`src/design/hpbia_pkg.sv`:
```
// Function
// Request bus idle from host bridge before any slot connection change.
// Idle request and grant are active low, handled like PCI request/grant.
// Host bridge grants idle only after the device has raised its request.
// Connect only after grant low and frame and initiator-ready seen high.
// A low cascade request makes this device request bus idle for it.
// Grant from the host is passed on as the cascade grant output.
// High cascade request means nothing pending; no secondary is present.
// Reset leaves every slot enabled and connected, like a plain system.
// Host reset is forwarded to every controlled slot.
// Select high gives serial register access, low gives parallel access.
// Bus-speed indicator shows the slots' clock needs on the M66EN line.
// Bus-speed indicator changes only after a reset, never in operation.
// The clock serves only blink timing, idle handshake and connection; here it also clocks speed latch, port select, events and interrupt.
// Interrupt asserts from sticky event status gated by enable bits.
// Interrupt line is open drain: pulled low when active, else released.
// Idle request stays asserted until connection step ends, then drops.
`default_nettype none

package hpbia_pkg;

	localparam int NUM_SLOTS     = 4;
	localparam int NUM_EVENTS    = 2;

	// clock and connection settle time
	localparam int CLK_PERIOD_NS = 25;
	localparam int SETTLE_NS     = 100;
	localparam int SETTLE_CYC    =
		(SETTLE_NS + CLK_PERIOD_NS - 1) / CLK_PERIOD_NS;
	localparam int SPEED_WAIT_CYC = 3;

	// event status bit positions
	localparam int EV_CONNECT_DONE = 0;
	localparam int EV_CASCADE_DONE = 1;

	// reset values
	localparam logic [NUM_SLOTS-1:0]  SLOTS_ALL_ON   = 4'hF;
	localparam logic [NUM_SLOTS-1:0]  SLOTS_IN_RESET = 4'h0;
	localparam logic [NUM_EVENTS-1:0] EVENTS_CLEAR   = 2'h0;

	typedef enum logic [4:0]
	{
		ST_IDLE    = 5'h01,
		ST_REQ     = 5'h02,
		ST_CHECK   = 5'h04,
		ST_CONNECT = 5'h08,
		ST_CASCADE = 5'h10
	} hpbia_state_type;

endpackage

`default_nettype wire

```
`src/design/hpbia_arbiter.sv`:
```
`timescale 1ns/1ps
`default_nettype none

module hpbia_arbiter
	import hpbia_pkg::*;
	#(
		parameter int NSLOT  = NUM_SLOTS,
		parameter int SETTLE = SETTLE_CYC
	)
	(
		// clock and pci reset
		input  wire logic              clk,
		input  wire logic              resetn,
		// host bridge idle handshake and bus state pins
		input  wire logic              busIdleGrantN,
		input  wire logic              frameN,
		input  wire logic              irdyN,
		output logic                   busIdleRequestN,
		// cascade to secondary controller
		input  wire logic              cascadeRequestInN,
		output logic                   cascadeGrantOutN,
		// slot connection from sequencing logic
		input  wire logic [NSLOT-1:0]  slotTarget,
		output logic      [NSLOT-1:0]  slotConnect,
		output logic      [NSLOT-1:0]  slotResetN,
		// bus speed indicator, open drain
		input  wire logic [NSLOT-1:0]  slot66Capable,
		output logic                   busSpeedOut,
		output logic                   busSpeedOe,
		// register port select pin
		input  wire logic              controlPortSelect,
		output logic                   serialPortEn,
		output logic                   parallelPortEn,
		// event status and system interrupt, open drain
		input  wire logic [NUM_EVENTS-1:0] eventEnable,
		input  wire logic [NUM_EVENTS-1:0] eventClear,
		output logic      [NUM_EVENTS-1:0] eventStatus,
		output logic                   systemInterruptOut,
		output logic                   systemInterruptOe
	);

	localparam int CW = $clog2(SETTLE + 1);

	// synchronised pins
	logic             grantS;
	logic             frameS;
	logic             irdyS;
	logic             cascReqS;
	logic             selS;
	logic [NSLOT-1:0] m66S;

	// select resets low so the parallel port is not briefly left for serial
	hpbia_sync #(.W(5), .RSTVAL(5'h1E)) u_syncCtl
	(
		.clk    (clk),
		.resetn (resetn),
		.din    ({busIdleGrantN, frameN, irdyN, cascadeRequestInN,
			controlPortSelect}),
		.dout   ({grantS, frameS, irdyS, cascReqS, selS})
	);

	hpbia_sync #(.W(NSLOT), .RSTVAL(SLOTS_ALL_ON)) u_syncM66
	(
		.clk    (clk),
		.resetn (resetn),
		.din    (slot66Capable),
		.dout   (m66S)
	);

	hpbia_state_type  state_r;
	logic [CW-1:0]    settle_r;
	logic             busIdleRequestN_r;
	logic             cascadeGrantOutN_r;
	logic [NSLOT-1:0] slotConnect_r;
	logic [NSLOT-1:0] slotResetN_r;
	logic             busSpeedOut_r;
	logic             busSpeedOe_r;
	logic [1:0]       speedWait_r;
	logic             speedLatched_r;
	logic             serialPortEn_r;
	logic             parallelPortEn_r;
	logic [NUM_EVENTS-1:0] eventStatus_r;
	logic [NUM_EVENTS-1:0] eventSet;
	logic             sysIntOut_r;
	logic             sysIntOe_r;

	logic busIdle;
	logic intPending;
	logic slotChange;

	assign busIdle    = !grantS && frameS && irdyS;
	assign slotChange = slotTarget != slotConnect_r;

	// idle handshake sequencer; the clock also drives the speed, port select, event and interrupt logic
	always_ff @(posedge clk)
	begin
		if (!resetn)
		begin
			state_r            <= ST_IDLE;
			settle_r           <= '0;
			busIdleRequestN_r  <= 1'b1;
			cascadeGrantOutN_r <= 1'b1;
		end
		else
		begin
			case (state_r)
			ST_IDLE:
			begin
				// high cascade request means no secondary waiting
				if (!cascReqS || slotChange)
				begin
					busIdleRequestN_r <= 1'b0;
					state_r           <= ST_REQ;
				end
			end
			ST_REQ:
			begin
				// grant counted only while our request stands
				if (!grantS)
				begin
					if (!cascReqS)
					begin
						cascadeGrantOutN_r <= 1'b0;
						state_r            <= ST_CASCADE;
					end
					else
						state_r <= ST_CHECK;
				end
			end
			ST_CHECK:
			begin
				if (grantS)
					state_r <= ST_REQ;
				else if (busIdle)
				begin
					settle_r <= CW'(SETTLE - 1);
					state_r  <= ST_CONNECT;
				end
			end
			ST_CONNECT:
			begin
				if (settle_r == '0)
				begin
					busIdleRequestN_r <= 1'b1;
					state_r           <= ST_IDLE;
				end
				else
					settle_r <= settle_r - CW'(1);
			end
			ST_CASCADE:
			begin
				// secondary drops its request when done
				if (cascReqS)
				begin
					cascadeGrantOutN_r <= 1'b1;
					busIdleRequestN_r  <= 1'b1;
					state_r            <= ST_IDLE;
				end
			end
			default:
			begin
				state_r            <= ST_IDLE;
				busIdleRequestN_r  <= 1'b1;
				cascadeGrantOutN_r <= 1'b1;
			end
			endcase
		end
	end

	// slot connection, all connected after reset
	always_ff @(posedge clk)
	begin
		if (!resetn)
			slotConnect_r <= SLOTS_ALL_ON;
		else if (state_r == ST_CHECK && busIdle)
			slotConnect_r <= slotTarget;
	end

	// slot resets follow host reset
	always_ff @(posedge clk)
	begin
		if (!resetn)
			slotResetN_r <= SLOTS_IN_RESET;
		else
			slotResetN_r <= SLOTS_ALL_ON;
	end

	// speed indicator sampled once after reset, then frozen
	always_ff @(posedge clk)
	begin
		if (!resetn)
		begin
			speedWait_r    <= '0;
			speedLatched_r <= 1'b0;
			busSpeedOut_r  <= 1'b0;
			busSpeedOe_r   <= 1'b0;
		end
		else if (!speedLatched_r)
		begin
			if (speedWait_r == 2'(SPEED_WAIT_CYC - 1))
			begin
				speedLatched_r <= 1'b1;
				// pull m66 low if any slot cannot run at 66
				busSpeedOe_r   <= !(&m66S);
			end
			else
				speedWait_r <= speedWait_r + 2'h1;
		end
	end

	// register port selection
	always_ff @(posedge clk)
	begin
		if (!resetn)
		begin
			serialPortEn_r   <= 1'b0;
			parallelPortEn_r <= 1'b1;
		end
		else
		begin
			serialPortEn_r   <= selS;
			parallelPortEn_r <= !selS;
		end
	end

	assign eventSet[EV_CONNECT_DONE] = state_r == ST_CONNECT
		&& settle_r == '0;
	assign eventSet[EV_CASCADE_DONE] = state_r == ST_CASCADE && cascReqS;
	assign intPending = |(eventStatus_r & eventEnable);

	// sticky status, set beats clear
	always_ff @(posedge clk)
	begin
		if (!resetn)
			eventStatus_r <= EVENTS_CLEAR;
		else
			eventStatus_r <= (eventStatus_r & ~eventClear)
				| eventSet;
	end

	always_ff @(posedge clk)
	begin
		if (!resetn)
		begin
			sysIntOut_r <= 1'b0;
			sysIntOe_r  <= 1'b0;
		end
		else
		begin
			sysIntOut_r <= 1'b0;
			sysIntOe_r  <= intPending;
		end
	end

	assign busIdleRequestN    = busIdleRequestN_r;
	assign cascadeGrantOutN   = cascadeGrantOutN_r;
	assign slotConnect        = slotConnect_r;
	assign slotResetN         = slotResetN_r;
	assign busSpeedOut        = busSpeedOut_r;
	assign busSpeedOe         = busSpeedOe_r;
	assign serialPortEn       = serialPortEn_r;
	assign parallelPortEn     = parallelPortEn_r;
	assign eventStatus        = eventStatus_r;
	assign systemInterruptOut = sysIntOut_r;
	assign systemInterruptOe  = sysIntOe_r;
endmodule

`default_nettype wire

```
`src/design/hpbia_sync.sv`:
```
`timescale 1ns/1ps
`default_nettype none

module hpbia_sync
	#(
		parameter int         W      = 1,
		parameter logic [W-1:0] RSTVAL = '0
	)
	(
		// clock and reset
		input  wire logic         clk,
		input  wire logic         resetn,
		// data
		input  wire logic [W-1:0] din,
		output logic      [W-1:0] dout
	);

	logic [W-1:0] meta_r;

	always_ff @(posedge clk)
	begin
		if (!resetn)
		begin
			meta_r <= RSTVAL;
			dout   <= RSTVAL;
		end
		else
		begin
			meta_r <= din;
			dout   <= meta_r;
		end
	end

endmodule

`default_nettype wire

```
`config.mk`:
```
export PLATFORM = sky130hd
export DESIGN_NAME = hpbia_arbiter
export DESIGN_NICKNAME = d
export VERILOG_FILES = /design/src/design/hpbia_pkg.sv /design/src/design/hpbia_arbiter.sv /design/src/design/hpbia_sync.sv
export SDC_FILE = /design/constraint.sdc
export NUM_CORES = 1
export LEC_CHECK = 0
export CORE_MARGIN = 5
export CORE_UTILIZATION = 45
export DETAILED_ROUTE_END_ITERATION = 8
export DONT_BUFFER_PORTS = 1
export PLACE_DENSITY = 0.68
export SYNTH_ARGS = -nofsm -noshare
export SYNTH_HDL_FRONTEND = slang
export SYNTH_SLANG_ARGS = --single-unit
```
`constraint.sdc`:
```
create_clock -name clk -period 5.3 [get_ports clk]
set_clock_uncertainty 0.15 [all_clocks]
set_input_delay 1.06 -clock clk [delete_from_list [all_inputs] [get_ports clk]]
set_output_delay 1.06 -clock clk [all_outputs]
set_load 0.01 [all_outputs]
```
==> flow_summary.json, run 1 <==
{
  "status": "completed",
  "ff2ff_setup_slack_ns": 3.38,
  "diodes": 0,
  "place_congestion": 0.7803,
  "syn-cell-area_mm2": 0.001655,
  "hp-class": "flip-flop to flip-flop",
  "final_cell_area_mm2": 0.001765,
  "finalWirelength_um": 2808,
  "pwr-share-seq": 0.499,
  "tns_ns": 0,
  "yosys_register_bits": 42,
  "postCtsResizedCells": 0,
  "crit_arrival_ns": 0.85,
  "htree_levels": 2,
  "rr_worst_depth": 7,
  "clock_path_buffers": 2,
  "p_int_mw": 0.5572,
  "netSwitchingPower_mw": 0.2005,
  "fillers": 334,
  "total_power_mw": 0.7577,
  "whs_path_depth": 1,
  "avgSynthCellArea_um2": 10.16,
  "layout-drive-gt1-share": 0.1166,
  "layout_common_cells": "dfxtp_1, nand2b_1, nor2_1",
  "grt_use_total": 0.1288,
  "cts_root_buffer": "clkbuf_8",
  "grt_pass1_vias": 1151,
  "crit_fanout": 4,
  "min_delay_worst_endpoint": "parallelPortEn$_SDFF_PN1_",
  "dr.pass1.iters": 4,
  "min_period_ns": 2.062,
  "fmax_mhz": 485.0,
  "finalHoldViolCount": 0,
  "swShare": 0.2646,
  "port_buffers": 0,
  "cts.sinks": 42,
  "grt_pass1_wl_um": 5168,
  "viasPerCell": 5.152,
  "pin_count": 37,
  "avgRoutedWirePerCell_um": 13.31,
  "tightest_slew_ns": 0.6189,
  "p_per_area_mw_per_mm2": 429.2,
  "pwr-share-comb": 0.181,
  "core_mm2": 0.003606,
  "synth_warnings": 0,
  "clk_latency_ns": 0.29,
  "cts_tree": "done",
  "areaGrowthSynthToFinish_pct": 6.651,
  "cts_hold_buf": 0,
  "endpoint_kind": "primary output",
  "start_util": 0.4591,
  "clkPwrFrac": 0.320,
  "synth_flop_cell": "dfxtp_1",
  "path_clk_slew_ns": 0.08,
  "required_ns": 4.09,
  "fin_crit_sh": 0.3891,
  "dpl_cell_area_mm2": 0.001659,
  "regToRegEndpoint": "state_r[0]$_SDFFE_PN1P_",
  "grt_start_max_net_pins": 29,
  "async_reset_ff_frac": 0,
  "hp-start": "u_syncCtl.dout[0]$_SDFF_PN0_",
  "final_nets": 184,
  "cap_violations": 0,
  "grt.overflow.total": 0,
  "drt_first_iter_violations": 70,
  "ys_seq_area_frac": 0.5079,
  "ir_drop_uv": 196.4,
  "dieArea_mm2": 0.004991,
  "max-slew-margin-rel": 0.5865,
  "die_w_um": 70.65,
  "postRouteAntennaNets": 0,
  "final_common_cell": "dfxtp_1",
  "final_max_slew_viol_count": 0,
  "setup_viol": 0,
  "leakage_nw": 0.6839,
  "syn_inst": 163,
  "crit_type": "flip-flop to primary output",
  "dpl.hpwl_um": 2077,
  "worst_setup_path_start_kind": "flip-flop",
  "row_count": 22,
  "setup.worst_path.start": "slotResetN[2]$_DFF_P_",
  "antenna_found_initial": 0,
  "dieHeight_um": 70.65,
  "rsz0062_at_grt": "no",
  "cts_buffers": 5,
  "r2r-start": "settle_r[0]$_SDFFE_PN0P_",
  "synth_edf_count": 0,
  "ys_types": 44,
  "route.detailed.drc": 0,
  "post-cts-setup-buffer-count": 0,
  "via_count": 1087
}
-- synthesized netlist by cell type, types with 2 or more instances --
cell type	number	area, um2
nor2_1	14	52.55
nand3_1	6	30.03
nand2_1	10	37.54
clkbuf_1	3	11.26
and4_1	2	17.52
ha_1	3	37.54
and3_4	2	22.52
inv_1	11	41.29
nor3_1	2	10.01
nand2b_1	20	125.1
a21oi_1	4	20.02
and2_1	2	12.51
dfxtp_1	42	840.8
o211ai_1	5	37.54
a211oi_1	3	22.52
xnor2_1	2	17.52
buf_4	5	37.54
-- cells by family (layout without fill, tap and decap cells) --
group / count (synthesis) / count (layout) / share of synthesized area
buffers and inverters: 20 / 19 / 0.06123
AO/OA/AOI/OAI: 25 / 25 / 0.1330
XOR/XNOR: 2 / 2 / 0.01058
AND/OR/NAND/NOR: 70 / 70 / 0.2623
other: 1 / 2 / 0.002265
flip-flops: 42 / 42 / 0.5079
adder cells (fa/ha/maj): 3 / 3 / 0.02268
-- power by group through the flow --
stage,Combinational (mW),Sequential (mW),Clock [mW]
floorplan,0.125,0.376,0
global placement,0.131,0.384,0
detailed placement,0.139,0.385,0
CTS,0.140,0.378,0.250
global route,0.157,0.383,0.265
finish,0.137,0.378,0.242
-- metrics by stage --
step	utilization	setup WS, ns	hold WS (ns)	std cells
finish	0.4896	3.238	0.2431	211
global route	0.4896	3.155	0.2744	211
global placement	0.4601	3.079	0.2169	203
CTS	0.4896	3.224	0.2452	211
floorplan	-	3.137	0.2133	164
detailed placement	0.4601	3.038	0.2271	203
-- layer usage --
layer  up-vias  GRT usage  wire (um)  part of all wire
li1        553          -          -                 -
met1       491     0.1525       1232              0.44
met2        37     0.2069       1309              0.47
met3         6    0.04972        212             0.075
met4         0    0.05846         54             0.019
met5         -          0          0                 0
-- state kept, by name, indices dropped and copies added, names as in the netlist --
name               flops
eventStatus            2
systemInterruptOe      1
busSpeedOe             1
speedWait_r            2
cascadeGrantOutN       1
slotConnect            4
serialPortEn           1
slotResetN             1
u_syncCtl.meta_r       5
u_syncCtl.dout         5
settle_r               3
state_r                5
u_syncM66.meta_r       4
speedLatched_r         1
parallelPortEn         1
u_syncM66.dout         4
busIdleRequestN        1
-- worst reg2reg max path: cells and delay by family, from the launching register on --
| kind | cells | cell delay, ns |
|---|---|---|
| AND/OR/NAND/NOR | 3 | 0.53 |
| buffers and inverters | 1 | 0.08 |
| flip-flops | 1 | 0.33 |
| adder cells (fa/ha/maj) | 1 | 0.20 |
| AO/OA/AOI/OAI | 2 | 0.58 |
-- worst max-delay path by stage --
stage          cells after the start                        to
4_1_cts                            0             slotResetN[0]
3_5_place_dp                       5   state_r[0]$_SDFFE_PN1P_
2_1_floorplan                      5   state_r[0]$_SDFFE_PN1P_
6_report                           0             slotResetN[0]
3_3_place_gp                       5   state_r[0]$_SDFFE_PN1P_
5_1_grt                            5  settle_r[0]$_SDFFE_PN0P_
-- layout make-up --
cell class              count  area (um2)  share of cell area
flip-flops and latches     42       840.8              0.4763
multi-input cells         102       716.9              0.4061
clock buffers               7       76.32             0.04323
well taps                  48       60.06             0.03402
inverters                  11       41.29             0.02339
clock inverters             1       30.03             0.01701
Note: power is estimated with default switching activity, not from simulation.
==> inputs of run 2 (changes only) <==
--- a/config.mk
+++ b/config.mk
@@ -9,7 +9,7 @@
 export CORE_UTILIZATION = 45
 export DETAILED_ROUTE_END_ITERATION = 8
 export DONT_BUFFER_PORTS = 1
-export PLACE_DENSITY = 0.68
+export PLACE_DENSITY = 0.7
 export SYNTH_ARGS = -nofsm -noshare
 export SYNTH_HDL_FRONTEND = slang
 export SYNTH_SLANG_ARGS = --single-unit
==> constraint.sdc (replaced) <==
create_clock -name clk -period 1.8 [get_ports clk]
set_clock_uncertainty 0.15 [all_clocks]
set_input_delay 0.36 -clock clk [delete_from_list [all_inputs] [get_ports clk]]
set_output_delay 0.36 -clock clk [all_outputs]
set_load 0.01 [all_outputs]
==> flow_summary.json, run 2 (same netlist as run 1, synthesis figures left out) <==
{
  "status": "finished, violations left",
  "violations": "setup timing",
  "hp-class": "primary input to flip-flop",
  "cts.sinks": 42,
  "ff2ff_setup_slack_ns": -0.004,
  "finalWirelength_um": 3206,
  "hp-start": "resetn",
  "slowest_stage": "or3_4",
  "clock_path_buffers": 2,
  "worst_slack_ns": -0.004291,
  "ff_latch_area_um2": 855.8,
  "use_met2": 0.2297,
  "leakage_nw": 0.7703,
  "endpoint_kind": "flip-flop",
  "drt_first_iter_violations": 69,
  "grt_busiest_layer": "met2",
  "path_clk_slew_ns": 0.08,
  "worst_setup_path_start_kind": "flip-flop",
  "use_met1": 0.1495,
  "finalHoldViolCount": 0,
  "crit_chain": "or3_4, nor3b_2, nand4b_4, nand3_2, o211ai_1",
  "crit_arrival_ns": 1.82,
  "top_regs": "state_r x5, u_syncCtl.dout x5, u_syncCtl.meta_r x5",
  "diodes": 0,
  "swShare": 0.3011,
  "via_count": 1188,
  "antenna_found_initial": 0,
  "grt_pass1_wl_um": 5195,
  "cts_tree": "done",
  "dr.pass1.iters": 4,
  "layout_common_cells": "dfxtp_1, nand2b_1, nor2_1",
  "dieArea_mm2": 0.004991,
  "dpl.hpwl_um": 2226,
  "p_per_area_mw_per_mm2": 1150,
  "dpl_cell_area_mm2": 0.001742,
  "crit_fanout": 6,
  "crit_type": "flip-flop to flip-flop",
  "place_congestion": 0.8911,
  "port_buffers": 0,
  "rr_worst_depth": 5,
  "regToRegEndpoint": "state_r[0]$_SDFFE_PN1P_",
  "fin_crit_sh": 1.002,
  "cts_buffers": 5,
  "whs_ns": 0.01150,
  "layout-drive-gt1-share": 0.2416,
  "pwr-share-seq": 0.507,
  "min_delay_worst_endpoint": "u_syncM66.dout[1]$_SDFF_PN1_",
  "row_count": 22,
  "whs_path_depth": 1,
  "final_max_slew_viol_count": 0,
  "pwr-share-comb": 0.225,
  "fillers": 330,
  "dieHeight_um": 70.65,
  "max-slew-margin-rel": 0.6570,
  "p_int_mw": 1.547,
  "rsz0062_at_grt": "yes",
  "pin_count": 37,
  "clkPwrFrac": 0.268,
  "multiInputGateArea_um2": 754.5,
  "required_ns": 1.81,
  "final_cell_area_mm2": 0.001924,
  "die_w_um": 70.65,
  "htree_levels": 2,
  "core_mm2": 0.003606,
  "fmax_mhz": 554.2,
  "netSwitchingPower_mw": 0.6666,
  "cap_violations": 0,
  "start_util": 0.4591,
  "grt_pass1_vias": 1183,
  "areaGrowthSynthToFinish_pct": 16.25,
  "r2r-start": "state_r[1]$_SDFFE_PN0P_",
  "final_nets": 199,
  "postRouteAntennaNets": 0,
  "ir_drop_uv": 566.9,
  "setup_viol": 2,
  "min_period_ns": 1.804,
  "grt_use_met3": 0.03551,
  "tightest_slew_ns": 0.5139,
  "final_common_cell": "dfxtp_1",
  "grt_start_max_net_pins": 16,
  "cts_root_buffer": "clkbuf_8",
  "setup.worst_path.start": "state_r[1]$_SDFFE_PN0P_",
  "total_power_mw": 2.214,
  "clk_latency_ns": 0.29,
  "route.detailed.drc": 0,
  "viasPerCell": 5.257,
  "grt_use_total": 0.1305,
  "grt.overflow.total": 0,
  "cp_slowest_stage_delay_ns": 0.41,
  "avgRoutedWirePerCell_um": 14.19
}
-- run 2: metrics by stage --
step	worst slack, ns	util	instances	TNS [ns]
finish	-0.004291	0.5337	226	-0.004766
global route	-0.07626	0.5337	226	-0.2835
CTS	0.01083	0.5212	224	0
detailed placement	-0.04473	0.4830	214	-0.08492
global placement	-0.01983	0.4830	214	-0.01983
floorplan	0.01838	-	164	0
-- run 2: metal layers --
| layer | routed length [um] | up-vias |
|---|---|---|
| met5 | 0 | - |
| met4 | 58 | 0 |
| met3 | 228 | 6 |
| met2 | 1587 | 52 |
| met1 | 1332 | 544 |
| li1 | - | 586 |
-- run 2: how the worst max path moves through the flow --
stage                                                to  slack, ns  cells after the start
after floorplan            busIdleRequestN$_SDFFE_PN1P_       0.02                      8
after global placement          state_r[0]$_SDFFE_PN1P_      -0.02                      6
after detailed placement        state_r[0]$_SDFFE_PN1P_      -0.04                      6
after CTS                 cascadeGrantOutN$_SDFFE_PN1P_       0.01                      6
after global routing            state_r[0]$_SDFFE_PN1P_      -0.08                      5
final                           state_r[0]$_SDFFE_PN1P_     -0.004                      5
-- run 2: power groups by stage --
stage                     sequential [mW]  combinational [mW]  clock, mW
after floorplan                      1.11               0.368          0
after global placement               1.13               0.435          0
after detailed placement             1.13               0.459          0
after CTS                            1.12               0.489      0.608
after global routing                 1.14               0.553      0.650
final                                1.12               0.499      0.593
-- run 2: critical path: cells and delay by family (launching register included) --
| kind | cells | cell delay [ns] |
|---|---|---|
| AOI/OAI and AO/OA | 1 | 0.12 |
| DFF | 1 | 0.36 |
| and+or+nand+nor | 4 | 1.04 |
-- run 2: timing repair --
action                                  in CTS  in global routing
hold buffers                                 2                  2
endpoints found under the setup margin       5                  5
hold endpoints to repair                    15                  4
pin swaps                                    1                  5
setup buffers                                0                  0
cloned                                       0                  0
resized for setup                            7                 10
-- run 2: layout make-up --
cell class,count,area share
inverters,11,0.02146
repair buffers,15,0.06372
clock buffers,5,0.03576
multi-input cells,102,0.3921
clock inverters,3,0.01105
well taps,48,0.03121
flip-flops and latches,42,0.4447
